===== src/hdl/cmfs_params.svh =====
`ifndef CMFS_PARAMS_SVH
`define CMFS_PARAMS_SVH

// Register byte offsets
`define CMFS_REG_CTRL 8'h00
`define CMFS_REG_FLAGS 8'h04
`define CMFS_REG_MASK 8'h08
`define CMFS_REG_STATUS 8'h0c

// Control register fields
`define CMFS_CTRL_MODE_LSB 0
`define CMFS_CTRL_ADC_EN_BIT 4
`define CMFS_CTRL_ADC_RATE_BIT 5
`define CMFS_CTRL_ADC_DONE_BIT 6

// Charge mode codes
`define CMFS_MODE_OFF 3'h0
`define CMFS_MODE_BYPASS 3'h1
`define CMFS_MODE_DIVIDER 3'h2

// Event flag positions
`define CMFS_EV_ADAPTER_OVP 0
`define CMFS_EV_INPUT_MISSING 1
`define CMFS_EV_INPUT_OVP 2
`define CMFS_EV_INPUT_CURRENT 3
`define CMFS_EV_CELL 4
`define CMFS_EV_CONVERTER 5
`define CMFS_EV_THERMAL_REG 6
`define CMFS_EV_ADC_DONE 7

// Reset values
`define CMFS_MASK_RST 8'h00

// Timing
`define CMFS_CLK_HZ 25000000
`define CMFS_CLK_NS 40
`define CMFS_TICK_US 1000
`define CMFS_TICK_CYCLES ((`CMFS_CLK_HZ / 1000000) * `CMFS_TICK_US)
`define CMFS_ALERT_NS 100000
`define CMFS_ALERT_CYCLES (`CMFS_ALERT_NS / `CMFS_CLK_NS)
`define CMFS_SC_WAIT_MS 650
`define CMFS_REG_TIMEOUT_MS 650
`define CMFS_WINDOW_MS 100000
`define CMFS_UCP_TIMEOUT_MS 100000
`define CMFS_ADP_IN_DEG_MS 10
`define CMFS_ADP_OVP_DEG_MS 1

`endif


===== src/hdl/cmfs_pkg.sv =====
package cmfs_pkg;

    typedef enum logic [1:0] {
        CMFS_IDLE = 2'b00,
        CMFS_INIT = 2'b01,
        CMFS_RUN = 2'b10,
        CMFS_SC_WAIT = 2'b11
    } cmfs_chg_t;

    // Comparator outputs of the analog front end
    typedef struct packed {
        logic adapter_present;
        logic adapter_overvoltage;
        logic input_present;
        logic input_below_2v;
        logic input_low_div;
        logic input_low_byp;
        logic reverse_over_4a;
        logic cell_above_2v8;
        logic win_low_ok_div;
        logic win_high_ok_div;
        logic win_low_ok_byp;
        logic win_high_ok_byp;
        logic input_overvoltage;
        logic input_overcurrent;
        logic input_above_ucp_rise;
        logic input_below_ucp_fall;
        logic cell_overvoltage;
        logic cell_overcurrent;
        logic output_short;
        logic flying_cap_short;
        logic switch_overcurrent;
        logic dropout_overvoltage;
        logic regulation_active;
        logic die_overtemp;
        logic adc_all_done;
    } cmfs_sense_t;

    typedef struct packed {
        logic [1:0] htrans;
        logic hsel;
        logic hwrite;
        logic hready;
        logic [2:0] hsize;
        logic [31:0] haddr;
        logic [31:0] hwdata;
    } cmfs_ahb_req_t;

    typedef struct packed {
        cmfs_chg_t chg;
        logic [2:0] mode;
        logic adc_en;
        logic adc_rate;
        logic adc_done;
        logic [7:0] flags;
        logic [7:0] mask;
        logic [14:0] tick_cnt;
        logic tick;
        logic [16:0] run_ms;
        logic ucp_risen;
        logic [9:0] sc_ms;
        logic [9:0] reg_ms;
        logic [7:0] in_deg;
        logic [7:0] ovp_deg;
        logic gate_on;
        logic ovp_trip;
        logic [11:0] alert_cnt;
        logic ahb_wr;
        logic [7:0] ahb_addr;
        logic [31:0] hrdata;
    } cmfs_state_t;

endpackage : cmfs_pkg


===== src/hdl/cmfs_top.sv =====
// Operation
// - Any trip stops switching; some drop guard FET
// - Mode codes: off 000, bypass 001, divider 010
// - Input window vs output checked before start
// - Mode changes other than to off ignored while converter runs
// - Monitor converter follows its enable bit, not the charge mode
// - Convert only with input or cell above 2.8V
// - Rate bit picks continuous or single shot
// - Single shot sets done and clears enable in the same cycle
// - Alert pin pulsed low for fixed time
// - Event sets flag; read clears once fault gone
// - No repeat alert for same persisting event
// - Mask suppresses alert, flag still updates
// - Adapter present after deglitch turns gate on
// - Adapter overvoltage: gate off, pulldown, mode off
// - Short watch armed by gate on or input
// - Input below 2V: gate off, mode off, flag
// - Restart startup 650ms after input short
// - Low input or reverse current trips both FETs
// - Window checks gate start, off after 100s
// - Listed protections drop reverse FET, mode off
// - Flying cap and switch checks only in divider
// - Die overtemp watched when charging or converting
// - Enable accepted only with input and cell 2.8V
//
// The placing of the registers and the AHB-Lite register port were chosen for this implementation.
`timescale 1ns/1ps
`default_nettype none
`include "cmfs_params.svh"

module cmfs_top #(
    parameter int TICK_CYCLES = `CMFS_TICK_CYCLES
) (
    input wire logic core_clk_i,
    input wire logic rst_i,
    input wire cmfs_pkg::cmfs_ahb_req_t ahb_i,
    output logic hreadyout_o,
    output logic hresp_o,
    output logic [31:0] hrdata_o,
    input wire cmfs_pkg::cmfs_sense_t sense_i,
    output logic guard_fet_gate_o,
    output logic reverse_block_fet_o,
    output logic input_pulldown_o,
    output logic switching_o,
    output logic adc_convert_o,
    output logic [2:0] charge_mode_field_o,
    input wire logic host_alert_n_i,
    output logic host_alert_n_o,
    output logic host_alert_n_oe_o
);
    import cmfs_pkg::*;

    cmfs_state_t st;
    cmfs_state_t nx;
    cmfs_sense_t s;
    logic charging;
    logic divider;
    logic bypass;
    logic win_en;
    logic win_ok;
    logic armed;
    logic short_fire;
    logic rev_fire;
    logic ovp_fire;
    logic prot_fire;
    logic ucp_timeout;
    logic ucp_fall;
    logic reg_timeout;
    logic die_fire;
    logic conv_fire;
    logic adc_active;
    logic adc_fin;
    logic addr_ph;
    logic rd_flags;
    logic [7:0] ev;
    logic [7:0] cond;
    logic [7:0] fire;
    logic [2:0] wr_mode;
    logic [31:0] rd_mux;

    assign s = sense_i;
    assign divider = (st.mode == `CMFS_MODE_DIVIDER);
    assign bypass = (st.mode == `CMFS_MODE_BYPASS);
    assign charging = (st.chg == CMFS_INIT) || (st.chg == CMFS_RUN);
    assign win_en = (st.run_ms < 17'(`CMFS_WINDOW_MS));
    assign win_ok = divider ? (s.win_low_ok_div && s.win_high_ok_div)
                            : (s.win_low_ok_byp && s.win_high_ok_byp);
    assign armed = st.gate_on || s.input_present;
    assign short_fire = armed && s.input_below_2v && (st.chg != CMFS_SC_WAIT);
    assign rev_fire = (st.chg == CMFS_RUN) && ((divider && s.input_low_div)
                      || (bypass && s.input_low_byp) || s.reverse_over_4a);
    assign ovp_fire = s.adapter_present && s.adapter_overvoltage && !st.ovp_trip
                      && (st.ovp_deg >= 8'(`CMFS_ADP_OVP_DEG_MS));
    assign ucp_timeout = (st.chg == CMFS_RUN) && !st.ucp_risen
                         && (st.run_ms >= 17'(`CMFS_UCP_TIMEOUT_MS));
    assign ucp_fall = (st.chg == CMFS_RUN) && st.ucp_risen && s.input_below_ucp_fall;
    assign reg_timeout = (st.reg_ms >= 10'(`CMFS_REG_TIMEOUT_MS));
    assign die_fire = (charging || st.adc_en) && s.die_overtemp;
    assign conv_fire = charging && divider
                       && (s.flying_cap_short || s.switch_overcurrent);
    assign prot_fire = (charging && (s.input_overvoltage || s.input_overcurrent
                       || ucp_fall || ucp_timeout || s.cell_overvoltage
                       || s.cell_overcurrent || s.output_short
                       || s.dropout_overvoltage || reg_timeout))
                       || conv_fire || die_fire;
    assign adc_active = st.adc_en && (s.input_present || s.cell_above_2v8);
    assign adc_fin = adc_active && s.adc_all_done;
    assign addr_ph = ahb_i.hsel && ahb_i.hready && ahb_i.htrans[1];
    assign rd_flags = addr_ph && !ahb_i.hwrite && (ahb_i.haddr[7:0] == `CMFS_REG_FLAGS);

    // Event pulses and the live conditions behind them
    always_comb begin
        ev = 8'h00;
        ev[`CMFS_EV_ADAPTER_OVP] = ovp_fire;
        ev[`CMFS_EV_INPUT_MISSING] = short_fire || rev_fire;
        ev[`CMFS_EV_INPUT_OVP] = charging && s.input_overvoltage;
        ev[`CMFS_EV_INPUT_CURRENT] = charging && (s.input_overcurrent || ucp_fall
                                     || ucp_timeout);
        ev[`CMFS_EV_CELL] = charging && (s.cell_overvoltage || s.cell_overcurrent);
        ev[`CMFS_EV_CONVERTER] = (charging && s.output_short) || conv_fire;
        ev[`CMFS_EV_THERMAL_REG] = die_fire || (charging && (s.dropout_overvoltage
                                   || reg_timeout));
        ev[`CMFS_EV_ADC_DONE] = adc_fin && st.adc_rate;
        cond = 8'h00;
        cond[`CMFS_EV_ADAPTER_OVP] = s.adapter_overvoltage;
        cond[`CMFS_EV_INPUT_MISSING] = s.input_below_2v || !s.input_present;
        cond[`CMFS_EV_INPUT_OVP] = s.input_overvoltage;
        cond[`CMFS_EV_INPUT_CURRENT] = s.input_overcurrent || s.input_below_ucp_fall;
        cond[`CMFS_EV_CELL] = s.cell_overvoltage || s.cell_overcurrent;
        cond[`CMFS_EV_CONVERTER] = s.output_short || s.flying_cap_short
                                   || s.switch_overcurrent;
        cond[`CMFS_EV_THERMAL_REG] = s.die_overtemp || s.dropout_overvoltage
                                     || s.regulation_active;
        fire = ev & ~st.mask & ~st.flags;
    end

    // Register read mux
    always_comb begin
        rd_mux = 32'h0000_0000;
        unique case (ahb_i.haddr[7:0])
            `CMFS_REG_CTRL: begin
                rd_mux[2:0] = st.mode;
                rd_mux[`CMFS_CTRL_ADC_EN_BIT] = st.adc_en;
                rd_mux[`CMFS_CTRL_ADC_RATE_BIT] = st.adc_rate;
                rd_mux[`CMFS_CTRL_ADC_DONE_BIT] = st.adc_done;
            end
            `CMFS_REG_FLAGS: rd_mux[7:0] = st.flags;
            `CMFS_REG_MASK: rd_mux[7:0] = st.mask;
            `CMFS_REG_STATUS: begin
                rd_mux[7:0] = {win_en, host_alert_n_i, adc_active, st.ovp_trip,
                               (st.chg == CMFS_RUN), st.gate_on, st.chg};
            end
            default: rd_mux = 32'h0000_0000;
        endcase
    end

    // Mode code that a host write would store
    always_comb begin
        wr_mode = ahb_i.hwdata[2:0];
        if (wr_mode != `CMFS_MODE_BYPASS && wr_mode != `CMFS_MODE_DIVIDER) begin
            wr_mode = `CMFS_MODE_OFF;
        end
    end

    always_comb begin
        nx = st;
        // Millisecond enable
        nx.tick = 1'b0;
        if (st.tick_cnt == 15'(TICK_CYCLES - 1)) begin
            nx.tick_cnt = 15'h0000;
            nx.tick = 1'b1;
        end else begin
            nx.tick_cnt = st.tick_cnt + 15'h0001;
        end
        // Bus slave: address phase and reads
        nx.ahb_wr = 1'b0;
        if (addr_ph) begin
            nx.ahb_wr = ahb_i.hwrite;
            nx.ahb_addr = ahb_i.haddr[7:0];
            if (!ahb_i.hwrite) begin
                nx.hrdata = rd_mux;
            end
        end
        // Bus slave: write data phase
        if (st.ahb_wr) begin
            unique case (st.ahb_addr)
                `CMFS_REG_CTRL: begin
                    if (wr_mode == `CMFS_MODE_OFF) begin
                        nx.mode = `CMFS_MODE_OFF;
                    end else if (st.chg != CMFS_RUN && st.chg != CMFS_SC_WAIT
                                 && s.input_present && s.cell_above_2v8) begin
                        nx.mode = wr_mode;
                    end
                    nx.adc_en = ahb_i.hwdata[`CMFS_CTRL_ADC_EN_BIT];
                    nx.adc_rate = ahb_i.hwdata[`CMFS_CTRL_ADC_RATE_BIT];
                    if (ahb_i.hwdata[`CMFS_CTRL_ADC_EN_BIT]) begin
                        nx.adc_done = 1'b0;
                    end
                end
                `CMFS_REG_MASK: nx.mask = ahb_i.hwdata[7:0];
                default: nx.mask = st.mask;
            endcase
        end
        // Monitoring converter
        if (adc_fin && st.adc_rate) begin
            nx.adc_done = 1'b1;
            nx.adc_en = 1'b0;
        end
        if (!nx.adc_rate) begin
            nx.adc_done = 1'b0;
        end
        // Guard FET gate sequencing
        if (!s.adapter_present) begin
            nx.gate_on = 1'b0;
            nx.ovp_trip = 1'b0;
            nx.in_deg = 8'h00;
            nx.ovp_deg = 8'h00;
        end else begin
            if (!st.gate_on && !st.ovp_trip && st.chg != CMFS_SC_WAIT) begin
                if (st.in_deg >= 8'(`CMFS_ADP_IN_DEG_MS)) begin
                    nx.gate_on = 1'b1;
                end else if (st.tick) begin
                    nx.in_deg = st.in_deg + 8'h01;
                end
            end
            if (!s.adapter_overvoltage) begin
                nx.ovp_deg = 8'h00;
                nx.ovp_trip = 1'b0;
            end else if (st.tick && st.ovp_deg != 8'hff) begin
                nx.ovp_deg = st.ovp_deg + 8'h01;
            end
        end
        // Charge sequencing
        unique case (st.chg)
            CMFS_IDLE: begin
                if (bypass || divider) begin
                    nx.chg = CMFS_INIT;
                    nx.run_ms = 17'h00000;
                    nx.ucp_risen = 1'b0;
                end
            end
            CMFS_INIT: begin
                if (!(bypass || divider)) begin
                    nx.chg = CMFS_IDLE;
                end else if (!win_en || win_ok) begin
                    nx.chg = CMFS_RUN;
                end
            end
            CMFS_RUN: begin
                if (!(bypass || divider)) begin
                    nx.chg = CMFS_IDLE;
                end
                if (st.tick && st.run_ms != 17'h1ffff) begin
                    nx.run_ms = st.run_ms + 17'h00001;
                end
                if (s.input_above_ucp_rise) begin
                    nx.ucp_risen = 1'b1;
                end
            end
            CMFS_SC_WAIT: begin
                if (st.sc_ms >= 10'(`CMFS_SC_WAIT_MS)) begin
                    nx.chg = CMFS_IDLE;
                end else if (st.tick) begin
                    nx.sc_ms = st.sc_ms + 10'h001;
                end
            end
        endcase
        // Regulation persistence timer
        if (st.chg != CMFS_RUN || !s.regulation_active) begin
            nx.reg_ms = 10'h000;
        end else if (st.tick && !reg_timeout) begin
            nx.reg_ms = st.reg_ms + 10'h001;
        end
        // Protection actions
        if (prot_fire) begin
            nx.mode = `CMFS_MODE_OFF;
            if (charging) begin
                nx.chg = CMFS_IDLE;
            end
        end
        if (ovp_fire) begin
            nx.ovp_trip = 1'b1;
            nx.gate_on = 1'b0;
            nx.in_deg = 8'h00;
            nx.mode = `CMFS_MODE_OFF;
            if (charging) begin
                nx.chg = CMFS_IDLE;
            end
        end
        if (short_fire || rev_fire) begin
            nx.gate_on = 1'b0;
            nx.in_deg = 8'h00;
            nx.mode = `CMFS_MODE_OFF;
            nx.chg = CMFS_SC_WAIT;
            nx.sc_ms = 10'h000;
        end
        // Flags: conditional read clear, set wins
        nx.flags = (st.flags & ~(rd_flags ? ~cond : 8'h00)) | ev;
        // Alert pulse
        if (|fire) begin
            nx.alert_cnt = 12'(`CMFS_ALERT_CYCLES);
        end else if (st.alert_cnt != 12'h000) begin
            nx.alert_cnt = st.alert_cnt - 12'h001;
        end
    end

    always_ff @(posedge core_clk_i) begin
        if (rst_i) begin
            st <= '0;
            st.chg <= CMFS_IDLE;
            st.mode <= `CMFS_MODE_OFF;
            st.mask <= `CMFS_MASK_RST;
        end else begin
            st <= nx;
        end
    end

    assign hreadyout_o = 1'b1;
    assign hresp_o = 1'b0;
    assign hrdata_o = st.hrdata;
    assign guard_fet_gate_o = st.gate_on;
    assign reverse_block_fet_o = (st.chg == CMFS_RUN);
    assign switching_o = (st.chg == CMFS_RUN);
    assign input_pulldown_o = st.ovp_trip;
    assign adc_convert_o = adc_active;
    assign charge_mode_field_o = st.mode;
    assign host_alert_n_o = 1'b0;
    assign host_alert_n_oe_o = (st.alert_cnt != 12'h000);
endmodule : cmfs_top

`default_nettype wire


===== config.mk =====
export PLATFORM = sky130hd
export DESIGN_NAME = cmfs_top
export DESIGN_NICKNAME = d
export VERILOG_FILES = /design/src/hdl/cmfs_pkg.sv /design/src/hdl/cmfs_top.sv
export VERILOG_INCLUDE_DIRS = /design/src /design/src/hdl
export SDC_FILE = /design/constraint.sdc
export NUM_CORES = 1
export LEC_CHECK = 0
export BUFFER_PORTS_ARGS = -buffer_cell sky130_fd_sc_hd__buf_2
export CAP_MARGIN = 40
export CORE_MARGIN = 2
export CORE_UTILIZATION = 40
export CTS_CLUSTER_DIAMETER = 40
export DETAILED_ROUTE_END_ITERATION = 10
export PLACE_DENSITY = 0.63
export SLEW_MARGIN = 20
export SYNTH_ARGS = -nofsm -noshare
export SYNTH_HDL_FRONTEND = slang
export SYNTH_SLANG_ARGS = --single-unit

===== constraint.sdc =====
create_clock -name core_clk_i -period 2.3 [get_ports core_clk_i]
set_input_delay 0.46 -clock core_clk_i [delete_from_list [all_inputs] [get_ports core_clk_i]]
set_output_delay 0.46 -clock core_clk_i [all_outputs]
set_load 0.02 [all_outputs]

==> parameters.txt, run 1 <==
Parameter                              Value

Placed design
  Detail Placement HPWL ... 11.6 mm
  DP Cell Count ... 1042
  Buffers on Ports ... 64
  Routability congestion estimate from global placement ... 0.866

Clocking
  Clock Tree Root ... sky130_fd_sc_hd__clkbuf_16
  H-tree lvl count ... 4
  CTS tree ... yes
  Inserted Clock Buffers ... 17
  CTS Sinks ... 125
  Worst-skew pair later-pin latency ... 0.42 ns
  Clock transition time at the flip-flop clock pins of the worst setup and hold paths ... 0.06 ns
  Deepest clock path buffer count ... 2

Run status
  Run status ... completed

Yosys
  Async SR Flop Fraction ... 0
  Netlist area before placement ... 6460 µm²
  Share of the yosys chip area belonging to registers ... 0.387
  Count of flip-flops with a built-in enable after synthesis ... 0
  Library cell with the largest summed area after synthesis ... sky130_fd_sc_hd__dfxtp_1
  Area share of the leading cell type in the synthesized netlist ... 0.387
  Synthesized area per cell ... 8.56 µm²
  Flip-flop and latch count after synthesis ... 125
  Unique masters post-synth ... 72
  Most frequent cells after synthesis ... sky130_fd_sc_hd__dfxtp_1 (125), sky130_fd_sc_hd__nor2_1 (106), sky130_fd_sc_hd__nand2_1 (58)
  Number of instances in the synthesized netlist ... 755
  Most instantiated flip-flop cell in the synthesis netlist ... sky130_fd_sc_hd__dfxtp_1
  Top cells by area, synth ... sky130_fd_sc_hd__dfxtp_1 (39%), sky130_fd_sc_hd__nor2_1 (6.2%), sky130_fd_sc_hd__buf_4 (4.6%)
  Yosys Warn Count ... 0
  Cell with the most instances after synthesis ... sky130_fd_sc_hd__dfxtp_1

Cells and area
  Sequential cell area ... 2500 µm²
  Proportion of layout cells with a drive suffix above 1 ... 0.206
  Relative area change from synthesis to final layout ... 21.4%
  Layout net count ... 964
  Final core utilization ... 0.496
  Number of filler instances in the final layout ... 1531
  Final std cells w/o fill ... 1075
  Multi-input logic area ... 3640 µm²
  Inserted Diodes ... 0

Timing
  Relative slew margins ... 0.592
  Post-route clock period utilization ... 0.956
  Final hold viol count ... 0
  Final max-slew violation count ... 0
  Maximum clock frequency ... 455 MHz
  Final clock skew ... 0.0105 ns
  Hold_ws ... 0.284 ns
  Final Setup Violations ... 0
  Fin crit period ... 2.20 ns
  Transition time at the pin with the least slew margin ... 0.608 ns

Worst setup path
  Cell at the slowest stage of the critical path ... sky130_fd_sc_hd__dfxtp_1
  Worst path top cell family by delay ... simple AND/OR/NAND/NOR gates
  Critical Path AT ... 2.51 ns
  Most frequent cell on the critical path ... sky130_fd_sc_hd__nand4_1
  Setup slack of the worst register-to-register path ... 0.10 ns
  Critical path type ... register to register
  CP Cell Sequence ... nand4_1 > nor4_4 > nand4_1 > nor3_2 > ha_2 > a2bb2oi_4 > buf_6 > nor4_1 > xnor2_1 > nor2_1
  Startpoint of the most critical setup path ... st[95]
  Largest fanout of any net on the critical path ... 5
  Source of the worst register-to-register timing path ... st[95]
  Critical path's largest stage delay ... 0.34 ns
  Required time reported for the critical path endpoint ... 2.61 ns
  Endpoint class of the critical path ... register
  Register-to-Register Path Depth ... 10
  Startpoint type of the worst setup path ... register
  Worst setup endpoint ... st[100]
  Count of cell instances traversed by the critical path ... 10
  Critical path buffers and inverters ... 1
  Worst reg2reg endpoint ... st[100]

GRT
  Pin count of the biggest net entering global routing ... 35
  Global-route wire length before repair ... 26.4 mm
  Global route overflow ... 0
  Number of antenna violations at the first check in global routing ... 0
  Met3 demand-to-capacity share in global routing ... 0.0532
  All-Layer GR Usage ... 0.190
  Met2 Track Usage GR ... 0.299
  Met1 Track Usage GR ... 0.252
  Vias in the first global route ... 5261
  Most utilized layer in the global route result ... met2

Routing
  Average via count per standard cell ... 5.17
  Vias ... 5561
  Average detailed-routed wire length per instance ... 14.8 µm
  First DRT Iteration DRCs ... 318
  Final Routed Wirelength ... 15.9 mm
  Iteration count of the initial detailed-routing pass ... 4
  Number of nets with antenna violations after routing ... 0
  Remaining DRCs ... 0

Pwr
  Lkg Pwr ... 3.06 nW
  Total power per unit cell area ... 794 nW/µm²
  Combinational share of power ... 0.148
  Clock Power Share ... 0.478
  Peak supply drop ... 0.571 mV
  Sw power ... 1.64 mW
  Switching portion of total power ... 0.263
  Internal ... 4.59 mW
  Flop pwr share ... 0.374
  Post-layout total power ... 6.23 mW

Flow run
  Reported max-cap violation count ... 0

Floorplanning
  Initial Utilization ... 0.408
  Full die area ... 17200 µm²
  Core footprint ... 15800 µm²
  Die height ... 131 µm
  Site row count ... 46
  Horizontal extent of the die ... 131 µm
  I/O pin count ... 144

Min path
  Path class of the lowest-slack min-delay path ... primary input to register
==> stage by stage <==
step / setup TNS, ns / setup WS (ns) / area (µm²)
after CTS: 0 / 0.000915 / 7770
after floorplan: 0 / 0.0112 / 6570
after global routing: -0.103 / -0.0657 / 7850
after detailed placement: -0.0149 / -0.00851 / 7100
final: 0 / 0.100 / 7850
after global placement: 0 / 0.0102 / 7100
==> worst reg2reg max path, stage by stage, from the launching register on <==
cell	delay [ns]
sky130_fd_sc_hd__dfxtp_1	0.34
sky130_fd_sc_hd__nand4_1	0.19
sky130_fd_sc_hd__nor4_4	0.20
sky130_fd_sc_hd__nand4_1	0.18
sky130_fd_sc_hd__nor3_2	0.18
sky130_fd_sc_hd__ha_2	0.26
sky130_fd_sc_hd__a2bb2oi_4	0.22
sky130_fd_sc_hd__buf_6	0.14
sky130_fd_sc_hd__nor4_1	0.06
sky130_fd_sc_hd__xnor2_1	0.24
sky130_fd_sc_hd__nor2_1	0.07
==> power by group through the flow <==
stage | logic, mW | clock network, mW | registers (mW)
final | 0.923 | 2.98 | 2.33
after global routing | 1.02 | 3.11 | 2.34
after CTS | 0.904 | 3.02 | 2.33
after detailed placement | 0.892 | 0 | 2.37
after global placement | 0.888 | 0 | 2.37
after floorplan | 0.649 | 0 | 2.35
==> final cells by class <==
cell class | count | share of cell area
clock buffers | 19 | 0.0564
clock inverters | 13 | 0.0271
inverters | 31 | 0.0148
multi-input cells | 562 | 0.464
flip-flops and latches | 125 | 0.319
well taps | 216 | 0.0344
repair buffers | 109 | 0.0843
==> cell usage in the layout, fill, tap and decap left out, drive strengths merged, types with 4 or more instances in the layout <==
| cell | count |
|---|---|
| dfxtp | 125 |
| o31ai | 9 |
| conb | 27 |
| nor3 | 24 |
| nand3 | 22 |
| clkbuf | 19 |
| xor2 | 25 |
| nor3b | 4 |
| nor4 | 23 |
| nand4 | 18 |
| inv | 33 |
| xnor2 | 30 |
| a211oi | 7 |
| mux4 | 6 |
| bufinv | 5 |
| or3 | 9 |
| and3 | 12 |
| or4 | 7 |
| a41oi | 5 |
| nor2 | 106 |
| o21ai | 23 |
| a21oi | 39 |
| buf | 109 |
| a22oi | 8 |
| nand2 | 58 |
| mux2i | 14 |
| a31oi | 9 |
| ha | 18 |
| and2 | 8 |
==> logic make-up (layout without fill, tap and decap cells) <==
group	Yosys count	in the layout	synth area share
buf+inv	93	172	0.0792
flops	125	125	0.387
fa+ha+maj	18	18	0.0348
simple gates	316	316	0.249
other cells	2	27	0.00116
xor+xnor	55	55	0.0774
compound gates	125	125	0.127
mux	21	21	0.0449
==> per-layer routing <==
layer / up-vias / wire [µm]
met4: 0 / 310
met3: 25 / 873
met5: - / 0
met1: 2575 / 7350
li1: 2811 / -
met2: 150 / 7340
==> registers in the layout, summed over array words and instances (netlist names) <==
signal	count
st	112
hrdata_o	8
charge_mode_field_o	3
guard_fet_gate_o	1
input_pulldown_o	1
==> how the worst min path moves through the flow <==
stage,cells after the start,slack (ns),endpoint,from
after global placement,1,0.43,st[110],st[110]
after detailed placement,1,0.44,st[68],st[68]
after CTS,2,0.27,st[40],ahb_i[68]
after floorplan,1,0.42,st[110],st[110]
after global routing,2,0.27,st[40],ahb_i[68]
final,3,0.28,st[131],ahb_i[6]
==> repair_timing <==
item / in CTS / in global routing
pin swaps: 1 / 8
endpoints found under the setup margin: 9 / 43
gates cloned: 0 / 0
setup buffers: 0 / 1
resized for setup: 2 / 18
hold buffers: 0 / 0
(Power assumes the default switching activity.)
==> run 2: changes to the inputs <==
- CORE_UTILIZATION: 40 -> 49
- PLACE_DENSITY: 0.63 -> 0.75
==> run 2 against run 1 <==
  * Die area fell by 18%
  * Total power shrank 3.2%
  * Critical path depth fell by 2
  * Clock power is 7.4% lower
  * Non-clock buffer count stayed put
  * Utilization up 11 points
  * Sequential cell count did not move
  * Routed wire length down 3.0%
  * Clock-buffer cell count unchanged
  * Maximum frequency decreased by 1.1%
==> parameters.txt, run 2 (synthesis gave the netlist of run 1 again) <==
Parameter                              Value

Run status
  Run status ... completed

Timing
  Relative slew margins ... 0.605
  Fin crit period ... 2.22 ns
  Maximum clock frequency ... 450 MHz
  Post-route clock period utilization ... 0.967
  Transition time at the pin with the least slew margin ... 0.588 ns
  Final setup TNS ... 0 ns
  Final max-slew violation count ... 0
  Hold_ws ... 0.279 ns
  Final clock skew ... 0.0106 ns
  Final hold viol count ... 0
  Final Setup Violations ... 0

Cells and area
  Most common library cell in the layout ignoring fill and taps ... sky130_fd_sc_hd__dfxtp_1
  Final std cells w/o fill ... 1032
  Relative area change from synthesis to final layout ... 19.6%
  Register with the most flip-flops ... st
  Max FFs per register ... 112
  Layout net count ... 964
  Most frequent cells in the layout ... sky130_fd_sc_hd__dfxtp_1 (125), sky130_fd_sc_hd__nor2_1 (105), sky130_fd_sc_hd__buf_2 (65), sky130_fd_sc_hd__nand2_1 (57), sky130_fd_sc_hd__buf_4 (44)
  Proportion of layout cells with a drive suffix above 1 ... 0.201

Pwr
  Peak supply drop ... 0.495 mV
  Lkg Pwr ... 3.01 nW
  Total power per unit cell area ... 780 nW/µm²

Placed design
  DP Cell Count ... 995
  Routability congestion estimate from global placement ... 0.876
  Detail Placement HPWL ... 11.1 mm
  Buffers on Ports ... 64

Clocking
  Clock transition time at the flip-flop clock pins of the worst setup and hold paths ... 0.06 ns
  Inserted Clock Buffers ... 17
  CTS Sinks ... 125
  Worst-skew pair later-pin latency ... 0.43 ns
  Number of buffers inserted for hold repair after clock tree synthesis ... 0
  Deepest clock path buffer count ... 2
  H-tree lvl count ... 4
  Clock Tree Root ... sky130_fd_sc_hd__clkbuf_16
  CTS tree ... yes

Flow run
  Reported max-cap violation count ... 0

Floorplanning
  Die height ... 119 µm
  Site row count ... 41
  Initial Utilization ... 0.506
  Core footprint ... 12800 µm²
  Full die area ... 14100 µm²
  Horizontal extent of the die ... 119 µm
  I/O pin count ... 144

Worst setup path
  CP Cell Sequence ... ha_1 > nand2_1 > nor3_2 > ha_2 > a2bb2oi_4 > or3_4 > or4_1 > a21oi_1
  Critical path buffers and inverters ... 0
  Worst setup endpoint ... st[105]
  Cell at the slowest stage of the critical path ... sky130_fd_sc_hd__or3_4
  Critical path's largest stage delay ... 0.42 ns
  Register-to-Register Path Depth ... 8
  Worst path top cell family by delay ... simple AND/OR/NAND/NOR gates
  Startpoint of the most critical setup path ... st[92]
  Startpoint type of the worst setup path ... register
  Count of cell instances traversed by the critical path ... 8
  Critical path type ... register to register
  Required time reported for the critical path endpoint ... 2.66 ns
  Largest fanout of any net on the critical path ... 7
  Critical Path AT ... 2.58 ns
  Endpoint class of the critical path ... register
  Worst reg2reg endpoint ... st[105]
  Source of the worst register-to-register timing path ... st[92]
  Setup slack of the worst register-to-register path ... 0.08 ns

Routing
  First DRT Iteration DRCs ... 443
  Met2 wire len ... 6.82 mm
  Met1 layer wirelength in the final routing ... 7.17 mm
  Average detailed-routed wire length per instance ... 14.9 µm
  Iteration count of the initial detailed-routing pass ... 6
  Met3 routed WL ... 1.01 mm
  Final Routed Wirelength ... 15.4 mm
  Remaining DRCs ... 0
  Average via count per standard cell ... 5.56
  Vias ... 5740
  Highest metal layer with signal wires ... met5
  Number of nets with antenna violations after routing ... 0

GRT
  Pin count of the biggest net entering global routing ... 42
  All-Layer GR Usage ... 0.224
  Number of antenna violations at the first check in global routing ... 4
  Global-route wire length before repair ... 25.4 mm
  Global route overflow ... 0
  Vias in the first global route ... 5252

Min path
  Path class of the lowest-slack min-delay path ... primary input to register
## run 2: cell count changes in the layout (fill, tap and decap cells not counted), sizes merged
| cell | delta |
|---|---|
| bufinv | -2 |
| diode | +1 |
| clkinv | +1 |
| clkinvlp | +1 |
## run 2: metrics by stage
stage | setup slack, ns | instance area (µm²) | util | total power [mW]
6_report | 0.0767 | 7730 | 0.605 | 6.03
2_1_floorplan | 0.0112 | 6570 | - | 3.00
5_1_grt | -0.00222 | 7730 | 0.605 | 6.26
4_1_cts | 0.0454 | 7630 | 0.598 | 6.00
3_5_place_dp | 0.0169 | 7010 | 0.549 | 3.25
3_3_place_gp | 0.0117 | 7010 | 0.549 | 3.23
## run 2: repair_timing
item                                    4_1_cts  5_1_grt
resized for setup                             2       13
pin swaps                                     0        8
endpoints found under the hold margin         0        0
endpoints found under the setup margin        2       31
buffers inserted                              1        2
## run 2: worst register-to-register path, delay by kind of cell (launching register included)
family / cells / cell delay (ns)
AOI/OAI and AO/OA: 2 / 0.30
adders and majority gates: 2 / 0.44
DFF: 1 / 0.34
and+or+nand+nor: 4 / 1.08
## run 2: worst min path at each step
stage,start,end,cells after the start
after global routing,ahb_i[3],st[128],3
final,ahb_i[3],st[128],3
after global placement,st[110],st[110],1
after floorplan,st[110],st[110],1
after detailed placement,st[67],st[67],1
after CTS,ahb_i[3],st[128],3
## run 2: power breakdown
part           internal, mW  total, mW  switching, mW
clock                  1.73       2.76           1.02
combinational         0.399      0.947          0.548
sequential             2.25       2.33         0.0782
## run 2: final cells by class
class	instances	area (µm²)
clock inverter	13	165
timing repair buffer	109	656
inverter	31	116
sequential	125	2500
antenna	1	2.50
multi-input combinational	562	3630
fill	1103	5040
tap	172	215
clock buffer	19	443
## run 2: metal layers
layer  up-vias  track usage
met5         -            0
met4         6       0.0967
met3        35       0.0670
met2       184        0.332
met1      2700        0.303
li1       2815            -
==> run 3: changes to the inputs <==
- CELL_PAD_IN_SITES_DETAIL_PLACEMENT: default -> 0
- CELL_PAD_IN_SITES_GLOBAL_PLACEMENT: default -> 1
- CORE_UTILIZATION: 49 -> 37
- PLACE_DENSITY: 0.75 -> 0.76
==> run 3 against run 2 <==
  * Utilization is 15 points lower
  * Critical path depth is 1 lower
  * Largest power group unchanged
  * Final area is 2.1% higher
  * Clock power is 2% higher
  * Clock skew is 0.0044 ns lower
  * Via count is 2.6% lower
  * Worst setup slack better by 0.010 ns
  * Combinational power is 0.7% lower
  * Worst hold slack better by 0.013 ns
  * Die area is 31% higher
==> parameters.txt, run 3 (synthesis gave the netlist of run 1 again) <==
Parameter                              Value

Run status
  Run status ... completed

Worst setup path
  Critical path's largest stage delay ... 0.46 ns
  CP Cell Sequence ... inv_1 > ha_2 > or3b_2 > a211oi_1 > nor4_2 > o311ai_4 > nor4_2
  Largest fanout of any net on the critical path ... 8
  Most frequent cell on the critical path ... sky130_fd_sc_hd__nor4_2
  Endpoint class of the critical path ... register
  Critical Path AT ... 2.54 ns
  Cell at the slowest stage of the critical path ... sky130_fd_sc_hd__nor4_2
  Critical path type ... register to register
  Startpoint type of the worst setup path ... register
  Required time reported for the critical path endpoint ... 2.63 ns

Placed design
  Total placed instance area ... 7130 µm²
  Post-placement setup slack ... -0.0379 ns
  Buffers on Ports ... 64
  DP Cell Count ... 1054
  Routability congestion estimate from global placement ... 0.845
  Detail Placement HPWL ... 12.0 mm

Timing
  Relative slew margins ... 0.564
  Fin crit period ... 2.21 ns
  Hold_ws ... 0.292 ns
  Final clock skew ... 0.00622 ns
  Post-route clock period utilization ... 0.962
  Transition time at the pin with the least slew margin ... 0.649 ns
  RSZ-0062 raised after global routing ... yes
  Final hold viol count ... 0
  Final Setup Violations ... 0
  Worst Slack Setup Final ... 0.0869 ns
  Final max-slew violation count ... 0
  Maximum clock frequency ... 452 MHz

Cells and area
  Register with the most flip-flops ... st
  Most frequent cells in the layout ... sky130_fd_sc_hd__dfxtp_1 (120), sky130_fd_sc_hd__nor2_1 (105), sky130_fd_sc_hd__buf_2 (64), sky130_fd_sc_hd__nand2_1 (58), sky130_fd_sc_hd__buf_4 (50)
  Most common library cell in the layout ignoring fill and taps ... sky130_fd_sc_hd__dfxtp_1
  Sequential cell area ... 2510 µm²
  Multi-input logic area ... 3650 µm²
  Proportion of layout cells with a drive suffix above 1 ... 0.213
  Number of filler instances in the final layout ... 1736
  Final std cells w/o fill ... 1088
  Relative area change from synthesis to final layout ... 22.1%
  Design area ... 7890 µm²
  Layout net count ... 970
  Inserted Diodes ... 0
  Max FFs per register ... 112

Clocking
  Worst-skew pair later-pin latency ... 0.42 ns
  H-tree lvl count ... 4
  Clock Tree Root ... sky130_fd_sc_hd__clkbuf_16
  Deepest clock path buffer count ... 2
  Inserted Clock Buffers ... 17
  CTS Sinks ... 125
  Number of buffers inserted for hold repair after clock tree synthesis ... 0
  CTS tree ... yes
  Clock transition time at the flip-flop clock pins of the worst setup and hold paths ... 0.05 ns

Routing
  Average via count per standard cell ... 5.14
  Iteration count of the initial detailed-routing pass ... 5
  Number of nets with antenna violations after routing ... 0
  Average detailed-routed wire length per instance ... 15.0 µm
  Final Routed Wirelength ... 16.3 mm
  Vias ... 5593
  Remaining DRCs ... 0
  First DRT Iteration DRCs ... 343

Min path
  Path class of the lowest-slack min-delay path ... primary input to register

Pwr
  Peak supply drop ... 0.533 mV
  Post-layout total power ... 6.10 mW
  Total power per unit cell area ... 772 nW/µm²
  Lkg Pwr ... 3.07 nW

Floorplanning
  Initial Utilization ... 0.376
  Core footprint ... 17200 µm²
  I/O pin count ... 144
  Site row count ... 48
  Die height ... 136 µm
  Full die area ... 18500 µm²
  Horizontal extent of the die ... 136 µm

GRT
  Global-route wire length before repair ... 26.2 mm
  Number of antenna violations at the first check in global routing ... 0
  Pin count of the biggest net entering global routing ... 18
  All-Layer GR Usage ... 0.182
  Vias in the first global route ... 5180
  Global route overflow ... 0

Flow run
  Reported max-cap violation count ... 0
[run 3: cell type report]
type	instances	area share
clock inverter	5	0.0130
multi-input combinational	562	0.463
sequential	125	0.318
tap	225	0.0357
clock buffer	25	0.0666
inverter	31	0.0147
timing repair buffer	115	0.0896
[run 3: critical path, delay by kind of cell, from the launching register on]
kind | cells | cell delay, ns
AO/OA/AOI/OAI | 2 | 0.34
adder cells (fa/ha/maj) | 1 | 0.36
buffers and inverters | 1 | 0.09
flip-flops | 1 | 0.38
AND/OR/NAND/NOR | 3 | 0.96
[run 3: path summary, 6_finish.rpt]
kind	to	start	depth (start not counted)	slack (ns)
worst max-delay path	st[50]	st[147]	7	0.09
worst min register to register	st[69]	st[69]	1	0.45
worst min-delay path	st[128]	ahb_i[3]	3	0.29
worst max register to register	st[50]	st[147]	7	0.09
[run 3: timing repair]
| item | CTS | global route |
|---|---|---|
| endpoints found under the setup margin | 12 | 35 |
| buffers inserted | 1 | 3 |
| pin swaps | 3 | 12 |
| gates resized for setup | 4 | 19 |
[run 3: per-layer routing]
metal / wire, µm / track usage / part of all wire / vias to the layer above
li1: - / - / - / 2825
met1: 7750 / 0.242 / 0.47 / 2610
met2: 7410 / 0.282 / 0.45 / 138
met3: 841 / 0.0418 / 0.052 / 20
met4: 326 / 0.0775 / 0.020 / 0
met5: 0 / 0 / 0 / -
[run 3: where the power goes]
| part | total, mW | switching, mW | internal [mW] |
|---|---|---|---|
| combinational | 0.940 | 0.551 | 0.390 |
| clock | 2.82 | 0.932 | 1.89 |
| sequential | 2.33 | 0.0794 | 2.25 |
[run 3: metrics by stage]
step / setup TNS, ns / util
5_1_grt: -0.273 / 0.459
3_3_place_gp: 0 / 0.415
6_report: 0 / 0.459
4_1_cts: -0.0149 / 0.453
3_5_place_dp: -0.208 / 0.415
2_1_floorplan: 0 / -
